--- config.mk ---
export PLATFORM = sky130hd
export DESIGN_NAME = fcd_host
export DESIGN_NICKNAME = d
export VERILOG_FILES = /design/src/common/fcd_pkg.sv /design/src/fcd_host.sv
export SDC_FILE = /design/constraint.sdc
export NUM_CORES = 1
export LEC_CHECK = 0
export BUFFER_PORTS_ARGS = -buffer_cell sky130_fd_sc_hd__buf_2
export CORE_MARGIN = 5
export CORE_UTILIZATION = 55
export CTS_CLUSTER_DIAMETER = 40
export CTS_CLUSTER_SIZE = 14
export DETAILED_ROUTE_END_ITERATION = 7
export PLACE_DENSITY = 0.79
export SLEW_MARGIN = 40
export SYNTH_ARGS = -nofsm -noshare
export SYNTH_HDL_FRONTEND = slang
export SYNTH_SLANG_ARGS = --single-unit
--- constraint.sdc ---
create_clock -name ref_clk_i -period 2.85 [get_ports ref_clk_i]
set_input_delay 0.57 -clock ref_clk_i [delete_from_list [all_inputs] [get_ports ref_clk_i]]
set_output_delay 0.57 -clock ref_clk_i [all_outputs]
set_load 0.01 [all_outputs]
--- src/common/fcd_pkg.sv ---
// Constants and carrier types for the flash command controller.
// Assumes a 20 MHz reference clock and a flash bus driven with pins active low.
package fcd_pkg;

  localparam int unsigned CLK_MHZ = 20;
  // Least strobe low time and least recovery high time, in ns.
  localparam int unsigned STROBE_LOW_NS = 100;
  localparam int unsigned STROBE_HIGH_NS = 50;
  localparam int unsigned STROBE_LOW_CYC = (STROBE_LOW_NS * CLK_MHZ + 999) / 1000;
  localparam int unsigned STROBE_HIGH_CYC = (STROBE_HIGH_NS * CLK_MHZ + 999) / 1000;
  localparam logic [3:0] LOW_CYC = 4'(STROBE_LOW_CYC);
  localparam logic [3:0] HIGH_CYC = 4'(STROBE_HIGH_CYC);

  // Command codes.
  localparam logic [7:0] CMD_READ_ARRAY = 8'hFF;
  localparam logic [7:0] CMD_READ_IDENT = 8'h90;
  localparam logic [7:0] CMD_QUERY = 8'h98;
  localparam logic [7:0] CMD_READ_STATUS = 8'h70;
  localparam logic [7:0] CMD_CLEAR_STATUS = 8'h50;
  localparam logic [7:0] CMD_BLOCK_ERASE = 8'h20;
  localparam logic [7:0] CMD_CHIP_ERASE = 8'h30;
  localparam logic [7:0] CMD_WRITE = 8'h40;
  localparam logic [7:0] CMD_WRITE_ALT = 8'h10;
  localparam logic [7:0] CMD_MULTI_WRITE = 8'hE8;
  localparam logic [7:0] CMD_SUSPEND = 8'hB0;
  localparam logic [7:0] CMD_CONFIRM = 8'hD0;
  localparam logic [7:0] CMD_LOCK_SETUP = 8'h60;
  localparam logic [7:0] CMD_LOCK_SET = 8'h01;
  localparam logic [7:0] CMD_RB_CONFIG = 8'hB8;
  localparam logic [7:0] RB_LEVEL = 8'h00;
  localparam logic [7:0] RB_PULSE_BOTH = 8'h03;

  // Controller register offsets (word index on the local port).
  localparam logic [3:0] REG_CMD = 4'h0;
  localparam logic [3:0] REG_ADDR = 4'h1;
  localparam logic [3:0] REG_DATA = 4'h2;
  localparam logic [3:0] REG_STATUS = 4'h3;
  localparam logic [3:0] REG_RDATA = 4'h4;
  localparam logic [3:0] REG_CTRL = 4'h5;

  // Operation codes written to the command register.
  typedef enum logic [3:0] {
    OP_WRITE_CYCLE, OP_READ_CYCLE
  } fcd_op_type;

  typedef struct packed {
    logic ce_b;
    logic oe_b;
    logic we_b;
    logic rp_b;
    logic wp;
  } fcd_ctl_type;

  localparam fcd_ctl_type CTL_IDLE = '{ce_b: 1'b1, oe_b: 1'b1, we_b: 1'b1, rp_b: 1'b0, wp: 1'b0};

endpackage

--- src/fcd_host.sv ---
// Host controller that issues bus cycles and command sequences to a parallel flash.
// Assumes software on a one-cycle local port and flash pins with no synchroniser beyond the
// three-stage capture of the ready/busy line and returning data.
//
// Overview of operation
// - One write of FFH selects array read; reads stay array until changed.
// - Write 90H then read identifier addresses for identifier values.
// - Write 98H then reads return query values at the query offset.
// - Write 70H then one read at any address returns status.
// - Block erase is 20H then D0H, both inside the block.
// - Chip erase is 30H then D0H at any address.
// - Multi write is E8H, count minus one, N pairs, then D0H.
// - One write of B0H requests suspend of erase or write.
// - One write of D0H confirms or resumes.
// - Lock set is 60H then 01H in the block, write protect high.
// - Lock clear is 60H then D0H, write protect high, clears all.
// - Erase or write to locked blocks needs write protect high.
// - B8H then mode 00H to 03H configures the ready/busy output.
// - Output enable and write enable are never low together.
// - Only defined command codes are ever written; the host passes any byte after 60H or B8H unchecked.
// - 50H clears sticky errors; ignored while busy or suspended.
module fcd_host #(
  parameter int unsigned ADDR_W = 21,
  parameter int unsigned DATA_W = 16
) (
  // Clock and reset.
  input wire logic ref_clk_i,
  input wire logic rst_b_i,
  // Local register port.
  input wire logic [3:0] reg_addr_i,
  input wire logic [31:0] reg_wdata_i,
  input wire logic reg_wr_i,
  input wire logic reg_rd_i,
  output logic [31:0] reg_rdata_o,
  // Flash pins.
  output logic [ADDR_W-1:0] flash_addr_o,
  output logic [DATA_W-1:0] flash_dq_o,
  output logic flash_dq_oe_o,
  input wire logic [DATA_W-1:0] flash_dq_i,
  output logic flash_ce_b_o,
  output logic flash_oe_b_o,
  output logic flash_we_b_o,
  output logic flash_rp_b_o,
  output logic flash_wp_o,
  input wire logic ready_busy_output_i
);

  ////////////////////////////////////////////////////////////////////////////////
  // Input capture.

  logic [2:0] rb_sync_r, rb_sync_nxt;
  logic rb_level_r, rb_level_nxt;
  logic [DATA_W-1:0] dq_s1_r, dq_s2_r, dq_s3_r;
  logic [DATA_W-1:0] dq_s1_nxt, dq_s2_nxt, dq_s3_nxt;

  always_comb begin
    rb_sync_nxt = {rb_sync_r[1:0], ready_busy_output_i};
    rb_level_nxt = rb_level_r;
    // A change counts only once the second and third stages agree.
    if (rb_sync_r[1] == rb_sync_r[2]) begin
      rb_level_nxt = rb_sync_r[2];
    end
    dq_s1_nxt = flash_dq_i;
    dq_s2_nxt = dq_s1_r;
    dq_s3_nxt = dq_s2_r;
  end

  always_ff @(posedge ref_clk_i or negedge rst_b_i) begin
    if (!rst_b_i) begin
      rb_sync_r <= 3'h7;
      rb_level_r <= 1'b1;
      dq_s1_r <= '0;
      dq_s2_r <= '0;
      dq_s3_r <= '0;
    end else begin
      rb_sync_r <= rb_sync_nxt;
      rb_level_r <= rb_level_nxt;
      dq_s1_r <= dq_s1_nxt;
      dq_s2_r <= dq_s2_nxt;
      dq_s3_r <= dq_s3_nxt;
    end
  end

  ////////////////////////////////////////////////////////////////////////////////
  // Bus cycle sequencer.

  typedef enum {
    ST_IDLE, ST_SETUP, ST_STROBE, ST_SAMPLE, ST_RECOVER
  } fcd_state_type;

  fcd_state_type state_r, state_nxt;
  logic [3:0] cnt_r, cnt_nxt;
  logic is_read_r, is_read_nxt;
  logic [ADDR_W-1:0] addr_r, addr_nxt;
  logic [DATA_W-1:0] wdata_r, wdata_nxt;
  logic [DATA_W-1:0] rdata_r, rdata_nxt;
  logic dq_oe_r, dq_oe_nxt;
  fcd_pkg::fcd_ctl_type ctl_r, ctl_nxt;
  logic err_r, err_nxt;
  logic done_r, done_nxt;
  logic rb_level_mode_r, rb_level_mode_nxt;
  logic [7:0] prev_cmd_r, prev_cmd_nxt;
  logic [31:0] rdata_o_r, rdata_o_nxt;
  logic cmd_ok;
  logic [7:0] wbyte;

  // Codes accepted as the first cycle of a command, or as a known second cycle.
  always_comb begin
    wbyte = wdata_r[7:0];
    cmd_ok = 1'b0;
    if (wbyte == fcd_pkg::CMD_READ_ARRAY || wbyte == fcd_pkg::CMD_READ_IDENT
        || wbyte == fcd_pkg::CMD_QUERY || wbyte == fcd_pkg::CMD_READ_STATUS
        || wbyte == fcd_pkg::CMD_CLEAR_STATUS || wbyte == fcd_pkg::CMD_BLOCK_ERASE
        || wbyte == fcd_pkg::CMD_CHIP_ERASE || wbyte == fcd_pkg::CMD_WRITE
        || wbyte == fcd_pkg::CMD_WRITE_ALT || wbyte == fcd_pkg::CMD_MULTI_WRITE
        || wbyte == fcd_pkg::CMD_SUSPEND || wbyte == fcd_pkg::CMD_CONFIRM
        || wbyte == fcd_pkg::CMD_LOCK_SETUP || wbyte == fcd_pkg::CMD_RB_CONFIG) begin
      cmd_ok = 1'b1;
    end
  end

  always_comb begin
    state_nxt = state_r;
    cnt_nxt = cnt_r;
    is_read_nxt = is_read_r;
    addr_nxt = addr_r;
    wdata_nxt = wdata_r;
    rdata_nxt = rdata_r;
    dq_oe_nxt = dq_oe_r;
    ctl_nxt = ctl_r;
    err_nxt = err_r;
    done_nxt = done_r;
    rb_level_mode_nxt = rb_level_mode_r;
    prev_cmd_nxt = prev_cmd_r;
    rdata_o_nxt = 32'h0000_0000;
    if (reg_wr_i && state_r == ST_IDLE) begin
      if (reg_addr_i == fcd_pkg::REG_ADDR) begin
        addr_nxt = reg_wdata_i[ADDR_W-1:0];
      end else if (reg_addr_i == fcd_pkg::REG_DATA) begin
        wdata_nxt = reg_wdata_i[DATA_W-1:0];
      end else if (reg_addr_i == fcd_pkg::REG_CTRL) begin
        // Entering power-down returns the flash to array read.
        ctl_nxt.rp_b = reg_wdata_i[0];
        ctl_nxt.wp = reg_wdata_i[1];
        if (!reg_wdata_i[0]) begin
          prev_cmd_nxt = fcd_pkg::CMD_READ_ARRAY;
        end
      end else if (reg_addr_i == fcd_pkg::REG_CMD) begin
        done_nxt = 1'b0;
        err_nxt = 1'b0;
        is_read_nxt = (reg_wdata_i[3:0] == 4'(fcd_pkg::OP_READ_CYCLE));
        state_nxt = ST_SETUP;
        cnt_nxt = 4'h0;
      end
    end
    case (state_r)
      ST_IDLE: begin
      end
      ST_SETUP: begin
        // Commands follow array-read, mode and setup codes; data cycles are free after setup codes.
        if (!is_read_r && !ctl_r.rp_b) begin
          err_nxt = 1'b1;
          state_nxt = ST_IDLE;
          done_nxt = 1'b1;
        end else if (!is_read_r && !cmd_ok && !(prev_cmd_r == fcd_pkg::CMD_WRITE
                     || prev_cmd_r == fcd_pkg::CMD_WRITE_ALT || prev_cmd_r == fcd_pkg::CMD_MULTI_WRITE
                     || prev_cmd_r == fcd_pkg::CMD_LOCK_SETUP || prev_cmd_r == fcd_pkg::CMD_RB_CONFIG)) begin
          err_nxt = 1'b1;
          state_nxt = ST_IDLE;
          done_nxt = 1'b1;
        end else begin
          ctl_nxt.ce_b = 1'b0;
          dq_oe_nxt = !is_read_r;
          state_nxt = ST_STROBE;
          cnt_nxt = fcd_pkg::LOW_CYC;
          // Only one of the two strobes is ever lowered.
          if (is_read_r) begin
            ctl_nxt.oe_b = 1'b0;
          end else begin
            ctl_nxt.we_b = 1'b0;
          end
        end
      end
      ST_STROBE: begin
        cnt_nxt = cnt_r - 4'h1;
        if (cnt_r == 4'h1) begin
          state_nxt = is_read_r ? ST_SAMPLE : ST_RECOVER;
          if (!is_read_r) begin
            // Write strobe rises with address and data still driven.
            ctl_nxt.we_b = 1'b1;
            ctl_nxt.ce_b = 1'b1;
            cnt_nxt = fcd_pkg::HIGH_CYC;
            if (prev_cmd_r == fcd_pkg::CMD_RB_CONFIG) begin
              rb_level_mode_nxt = (wbyte == fcd_pkg::RB_LEVEL);
            end
            // Remember the last code so the next cycle may carry payload.
            if (prev_cmd_r == fcd_pkg::CMD_WRITE || prev_cmd_r == fcd_pkg::CMD_WRITE_ALT
                || prev_cmd_r == fcd_pkg::CMD_LOCK_SETUP || prev_cmd_r == fcd_pkg::CMD_RB_CONFIG) begin
              prev_cmd_nxt = 8'h00;
            end else if (prev_cmd_r != fcd_pkg::CMD_MULTI_WRITE || wbyte == fcd_pkg::CMD_CONFIRM) begin
              // FFH, 90H, 98H, 70H, 50H, B0H, D0H, 20H, 30H go out as single cycles.
              prev_cmd_nxt = wbyte;
            end
          end
        end
      end
      ST_SAMPLE: begin
        // Data passes three capture stages before it is taken.
        cnt_nxt = cnt_r + 4'h1;
        if (cnt_r == 4'h3) begin
          rdata_nxt = dq_s3_r;
          ctl_nxt.oe_b = 1'b1;
          ctl_nxt.ce_b = 1'b1;
          cnt_nxt = fcd_pkg::HIGH_CYC;
          state_nxt = ST_RECOVER;
        end
      end
      ST_RECOVER: begin
        // Strobes stay high here so a status re-read latches fresh contents.
        dq_oe_nxt = 1'b0;
        cnt_nxt = cnt_r - 4'h1;
        if (cnt_r <= 4'h1) begin
          state_nxt = ST_IDLE;
          done_nxt = 1'b1;
        end
      end
      default: begin
        state_nxt = ST_IDLE;
      end
    endcase
    if (reg_rd_i) begin
      if (reg_addr_i == fcd_pkg::REG_STATUS) begin
        // Busy reads from the pin only in level mode.
        rdata_o_nxt = {27'h0, rb_level_mode_r && !rb_level_r, rb_level_mode_r, err_r, done_r,
                       state_r != ST_IDLE};
      end else if (reg_addr_i == fcd_pkg::REG_RDATA) begin
        rdata_o_nxt = 32'(rdata_r);
      end else if (reg_addr_i == fcd_pkg::REG_ADDR) begin
        rdata_o_nxt = 32'(addr_r);
      end else if (reg_addr_i == fcd_pkg::REG_DATA) begin
        rdata_o_nxt = 32'(wdata_r);
      end else if (reg_addr_i == fcd_pkg::REG_CTRL) begin
        rdata_o_nxt = {22'h0, prev_cmd_r, ctl_r.wp, ctl_r.rp_b};
      end
    end
  end

  always_ff @(posedge ref_clk_i or negedge rst_b_i) begin
    if (!rst_b_i) begin
      state_r <= ST_IDLE;
      cnt_r <= 4'h0;
      is_read_r <= 1'b0;
      addr_r <= '0;
      wdata_r <= '0;
      rdata_r <= '0;
      dq_oe_r <= 1'b0;
      ctl_r <= fcd_pkg::CTL_IDLE;
      err_r <= 1'b0;
      done_r <= 1'b0;
      rb_level_mode_r <= 1'b1;
      prev_cmd_r <= fcd_pkg::CMD_READ_ARRAY;
      rdata_o_r <= 32'h0000_0000;
    end else begin
      state_r <= state_nxt;
      cnt_r <= cnt_nxt;
      is_read_r <= is_read_nxt;
      addr_r <= addr_nxt;
      wdata_r <= wdata_nxt;
      rdata_r <= rdata_nxt;
      dq_oe_r <= dq_oe_nxt;
      ctl_r <= ctl_nxt;
      err_r <= err_nxt;
      done_r <= done_nxt;
      rb_level_mode_r <= rb_level_mode_nxt;
      prev_cmd_r <= prev_cmd_nxt;
      rdata_o_r <= rdata_o_nxt;
    end
  end

  assign reg_rdata_o = rdata_o_r;
  assign flash_addr_o = addr_r;
  assign flash_dq_o = wdata_r;
  assign flash_dq_oe_o = dq_oe_r;
  assign flash_ce_b_o = ctl_r.ce_b;
  assign flash_oe_b_o = ctl_r.oe_b;
  assign flash_we_b_o = ctl_r.we_b;
  assign flash_rp_b_o = ctl_r.rp_b;
  assign flash_wp_o = ctl_r.wp;

  ////////////////////////////////////////////////////////////////////////////////
  // Assertions.

  property p_no_both_low;
    @(posedge ref_clk_i) disable iff (!rst_b_i) !(!ctl_r.oe_b && !ctl_r.we_b);
  endproperty
  a_no_both_low: assert property (p_no_both_low) else $error("oe and we low together");

  property p_we_data_held;
    @(posedge ref_clk_i) disable iff (!rst_b_i) $rose(ctl_r.we_b) |-> dq_oe_r && $stable(wdata_r) && $stable(addr_r);
  endproperty
  a_we_data_held: assert property (p_we_data_held) else $error("data not held at write strobe rise");

  property p_oe_recover;
    @(posedge ref_clk_i) disable iff (!rst_b_i) $rose(ctl_r.oe_b) |-> ctl_r.oe_b [*2];
  endproperty
  a_oe_recover: assert property (p_oe_recover) else $error("read strobe not high between reads");

  property p_no_write_in_powerdown;
    @(posedge ref_clk_i) disable iff (!rst_b_i) $fell(ctl_r.we_b) |-> ctl_r.rp_b;
  endproperty
  a_no_write_in_powerdown: assert property (p_no_write_in_powerdown) else $error("write in power-down");

  // The write strobe stays low for the programmed low time before it rises.
  property p_we_low_width;
    @(posedge ref_clk_i) disable iff (!rst_b_i) $fell(ctl_r.we_b) |-> !ctl_r.we_b [*2] ##1 ctl_r.we_b;
  endproperty
  a_we_low_width: assert property (p_we_low_width) else $error("write strobe width wrong");

  // The host must never drive the data lines while the flash drives them.
  property p_no_drive_on_read;
    @(posedge ref_clk_i) disable iff (!rst_b_i) !ctl_r.oe_b |-> !dq_oe_r;
  endproperty
  a_no_drive_on_read: assert property (p_no_drive_on_read) else $error("data driven during read");

endmodule

* Yosys cells after proc, flatten, opt, wreduce, memory -nomap -nowiden
Index checks and enable logic that the tools add are counted.
Cells by class: add/subtract/negate cells 2, magnitude comparators 1, equal/unequal tests 40, muxes and demuxes 70, bitwise gates (word level) 4, reductions and logical operators 49
Operators by type and width (number):
- two-way mux 32 bit | 8
- case mux 32 bit (5 select lines) | 1
- two-way mux 21 bit | 4
- two-way mux 8 bit | 10
- == test 8 bit (second input constant) | 9
- == test 32 x 2 -> 1 bit (second input constant) | 2
- zero test 32 bit | 2
- == test 8 x 7 -> 1 bit (second input constant) | 6
- two-way mux 4 bit | 10
- == test 32 x 1 -> 1 bit (second input constant) | 1
- == test 32 x 3 -> 1 bit (second input constant) | 1
- nonzero test 32 bit | 1
- two-way mux 1 bit | 23
- logical OR 1 bit | 20
- == test 8 x 5 -> 1 bit (second input constant) | 2
- == test 8 x 6 -> 1 bit (second input constant) | 2
- two-way mux 16 bit | 1
- case mux 4 bit (4 select lines) | 1
- inequality test 2 bit (second input constant) | 7
- == test 4 x 1 -> 1 bit (second input constant) | 3
- == test 4 x 2 -> 1 bit (second input constant) | 3
- AND reduction 6 bit | 2
- two-way mux 10 bit | 1
- AND reduction 5 bit | 2
- other kinds (20) | 44
Word-level totals: register bits after elaboration 191, input bits 57, output and inout bits 75, logic and storage cells 188

* Depth between registers and ports, before layout
depth after elaboration 21, gate-level depth with buffers 8, depth with buffers taken out 8

* Worst setup path before layout
OpenSTA, ideal clock, no wires.
kind input port to flip-flop, from input port reg_addr_i[1], to register addr_r[1] (netlist: flash_addr_o[1]), setup time 0.127 ns, arrival time 1.994 ns, required time 2.723 ns, slack 0.729 ns, stages on the path 5, buffers on the path 2, cells stage by stage clkbuf_1 -> nor4_1 -> nand3_2 -> buf_6 -> mux2_1
On the way: cells in the longest elaborated chain, start to end 2
Ends and longest elaborated chain:
- start, declared | RTL line fcd_host.sv:30 | input wire logic [3:0] reg_addr_i,
- == test 4 x 1 -> 1 bit | RTL line fcd_host.sv:137 | if (reg_addr_i == fcd_pkg::REG_ADDR) begin
- AND reduction 2 bit (no source line)
- end signal, assigned | RTL line fcd_host.sv:267 | addr_r <= addr_nxt;
- end, declared | RTL line fcd_host.sv:94 | logic [ADDR_W-1:0] addr_r, addr_nxt;
No other way between the ends. A chain may end at the register's enable or synchronous reset.

* Worst setup path in the final report
from register cnt_r[1], to register prev_cmd_r[2]
On the way: cells in the longest elaborated chain, start to end 3
Ends and longest elaborated chain:
- start, declared | RTL line fcd_host.sv:92 | logic [3:0] cnt_r, cnt_nxt;
- start signal, assigned | RTL line fcd_host.sv:265 | cnt_r <= cnt_nxt;
- == test 4 x 1 -> 1 bit | RTL line fcd_host.sv:186 | if (cnt_r == 4'h1) begin
- two-way mux 8 bit | RTL line fcd_host.sv:186
- two-way mux 8 bit | RTL line fcd_host.sv:156 | case (state_r)
- via prev_cmd_nxt[2] | RTL line fcd_host.sv:102 | logic [7:0] prev_cmd_r, prev_cmd_nxt;
- end signal, assigned | RTL line fcd_host.sv:261 | prev_cmd_r <= fcd_pkg::CMD_READ_ARRAY;
- end signal, assigned | RTL line fcd_host.sv:275 | prev_cmd_r <= prev_cmd_nxt;
- end, declared | RTL line fcd_host.sv:102
The timed path passes the listed nets, and every way through them passes these cells.

==> out/results.txt <==
Sum Neg Setup Slack - 0 ns
Crit path arrival time - 2.96 ns
Detail Route Antenna Nets - 0
Die H - 123 um
M1 GR Usage - 0.278
TritonCTS clock tree - built
Xor-xnor portion of the synthesized cell area - 0
Final wirelength - 15400 um
CTS buffer count - 17
# fillers - 905
WL per Instance - 17.8 um
Critical path endpoint category - flip-flop
Adder-cell share of the synthesized area - 0.00679
Met3 usage - 0.0544
Total GRT Usage - 0.219
Maximum buffer depth of the clock tree - 2
Most common library cell in the layout ignoring fill and taps - dfrtp_1
Total core area - 12600 sq um
Met2 GRT Util - 0.346
Max cap viols - 0
Status - complete, no violations
Post-synthesis mux area share - 0.0938
H-Tree Depth - 4
Vias in the first global route - 4985
Final Setup Violations - 0
Critical path required time - 3.21 ns
Post-CTS setup buffer count - 0
Remaining DRCs - 0
Yosys cell types - 61
Post-route cell area - 8460 sq um
Largest net degree at the start of global routing - 81
Power density over the cells - 612 nW/um^2
Most frequent cells in the layout - dfrtp_1, buf_2, mux2_2
Main synth FF type - dfrtp_1
Detailed Route Iter0 Violations - 383
Root buf cell - clkbuf_16
Yosys Warn Count - 0
Area of the multi-input gates - 2380 sq um
Crit path max fanout - 8
Worst Setup Path Type - flip-flop to flip-flop
Starting Density - 0.557
Final net count - 744
Layout area overhead - 20.9%
RSZ-0062 raised after global routing - false
Number of diodes - 0
Synth Area in Simple Gates - 0.122
Clk_lat worst skew - 0.43 ns
Sequential share of the synthesized area - 0.646
Initial antenna violation count - 0
Post-Syn Area - 7000 sq um
Die Area - 15100 sq um
Register area - 4520 sq um
I/O pin count - 132
Count of state elements after synthesis - 180
Hold Buf Count CTS - 0
Routability-driven placement congestion ratio - 0.999
Leakage - 0.00431 uW
FP Rows - 41
FFs w/ async S/R, synth - 1.00
Rel. slew slack - 0.532
Slew Limit Fails - 0
Die W - 123 um
Least-Margin Pin Slew - 0.701 ns
Fin. Hold Viols - 0
First-pass GRT wire length - 25200 um
Clock transition at path regs - 0.06 ns
Ratio of cells with drive above 1 in the final layout - 0.347
DP Wirelength - 11200 um
GR peak layer - met2
Post-synth EDFFs - 0
Vias - 4867
Max IR drop VDD - 0.370 mV
Largest family of logic cells by synthesized area - simple AND/OR/NAND/NOR gates
# clock sinks - 180
Total congestion overflow - 0
Post-synthesis cell count - 533
Min Tclk post-route - 2.60 ns
Compound-cell area share of the yosys netlist - 0.0956
Post-CTS sizing - 0
Critical Path Source Type - flip-flop
Placed cell areas - 7850 sq um
Fmax - 385 MHz
Synthesized area per cell - 13.1 sq um
First-pass detailed-route iteration total - 5
Input/output buffers - 109
Part of the cycle the worst path needs - 0.912
Hold Crit Class - input port to async pin
Final Skew - 0.00723 ns
Vias/cell - 5.60
worst max-delay path, cell delays in order (launching register included):
cell     delay (ns)
dfrtp_1        0.41
inv_1          0.14
ha_1           0.23
nor4b_2        0.44
and2_1         0.24
nand4_1        0.24
o22ai_1        0.49
or2_2          0.20
o211a_1        0.16
worst paths after layout:
| kind | slack (ns) | cells after the start | start | end |
|---|---|---|---|---|
| hold / removal | 0.17 | 1 | rst_b_i | dq_s1_r[1]$_DFF_PN0_ |
| min in group ref_clk_i | 0.24 | 1 | flash_dq_i[14] | dq_s1_r[14]$_DFF_PN0_ |
| max in group asynchronous | 1.86 | 2 | rst_b_i | rb_sync_r[0]$_DFF_PN1_ |
| setup reg to reg | 0.25 | 8 | cnt_r[1]$_DFF_PN0_ | prev_cmd_r[2]$_DFF_PN1_ |
| hold reg to reg | 0.35 | 0 | dq_s2_r[2]$_DFF_PN0_ | dq_s3_r[2]$_DFF_PN0_ |
| setup / recovery | 0.25 | 8 | cnt_r[1]$_DFF_PN0_ | prev_cmd_r[2]$_DFF_PN1_ |
Yosys cell counts (all sizes together) (2+ instances only):
cell    number  area [sq um]
a221oi       2          17.5
nor2        39           149
nand3        6          35.0
or3          2          12.5
o311ai       3          26.3
dfrtp      164          4100
and2         5          31.3
o22ai       17           106
or2          8          50.1
nor4b        5          50.0
and4         4          36.3
o21ai       20           100
mux2        55           657
and3         6          37.5
o21a         3          22.5
a22oi        6          45.0
o31ai        3          27.5
nor2b        4          25.0
o32ai        3          26.3
nor4        10          75.1
clkbuf      10          37.5
dfstp       16           420
nand3b       4          30.0
nand2b       4          25.0
inv         14          52.6
nand4       12          96.3
nor3        18           101
o211ai       2          15.0
buf         20           156
a21oi       27           135
nand2       16          67.6
o211a        8          80.1
nor3b        2          15.0
ha           3          37.5
nand4b       2          17.5
logic make-up (layout without fill, tap and decap cells):
family          Yosys count  in the layout
other cells               1             40
simple gates            147            147
mux                      55             55
compound gates          102            102
fa+ha+maj                 4              4
flops                   180            180
buf+inv                  44            169
final cells by class:
class,count,area share
flip-flops and latches,180,0.535
multi-input cells,348,0.281
repair buffers,123,0.0806
clock buffers,19,0.0535
well taps,172,0.0254
clock inverters,13,0.0188
inverters,14,0.00621
metal layers:
layer / vias up / routed length [um]
met3: 52 / 1160
met2: 248 / 7480
met4: 0 / 658
met5: - / 0
li1: 2187 / -
met1: 2380 / 6140
power breakdown:
group	internal (uW)	total [uW]	switching (uW)
Combinational	57.6	189	132
Clock	1370	2350	988
Sequential	2620	2640	18.5
registers in the layout, indices dropped and copies added, names as in the netlist, 3 cells and up:
signal / flops
flash_addr_o: 21
state_r: 32
rdata_r: 16
dq_s1_r: 16
cnt_r: 4
dq_s3_r: 16
flash_dq_o: 16
reg_rdata_o: 21
dq_s2_r: 16
prev_cmd_r: 8
rb_sync_r: 3
through the flow:
step	std cells	hold slack (ns)	utilization	setup WS, ns	power, uW
finish	869	0.169	0.673	0.251	5180
global route	869	0.222	0.673	0.137	5370
CTS	869	0.184	0.673	0.343	5220
detailed placement	837	0.335	0.625	0.370	2880
global placement	837	0.331	0.625	0.461	2870
floorplan	572	0.274	-	0.729	2760
No activity file was read; power rests on OpenSTA's default activity.
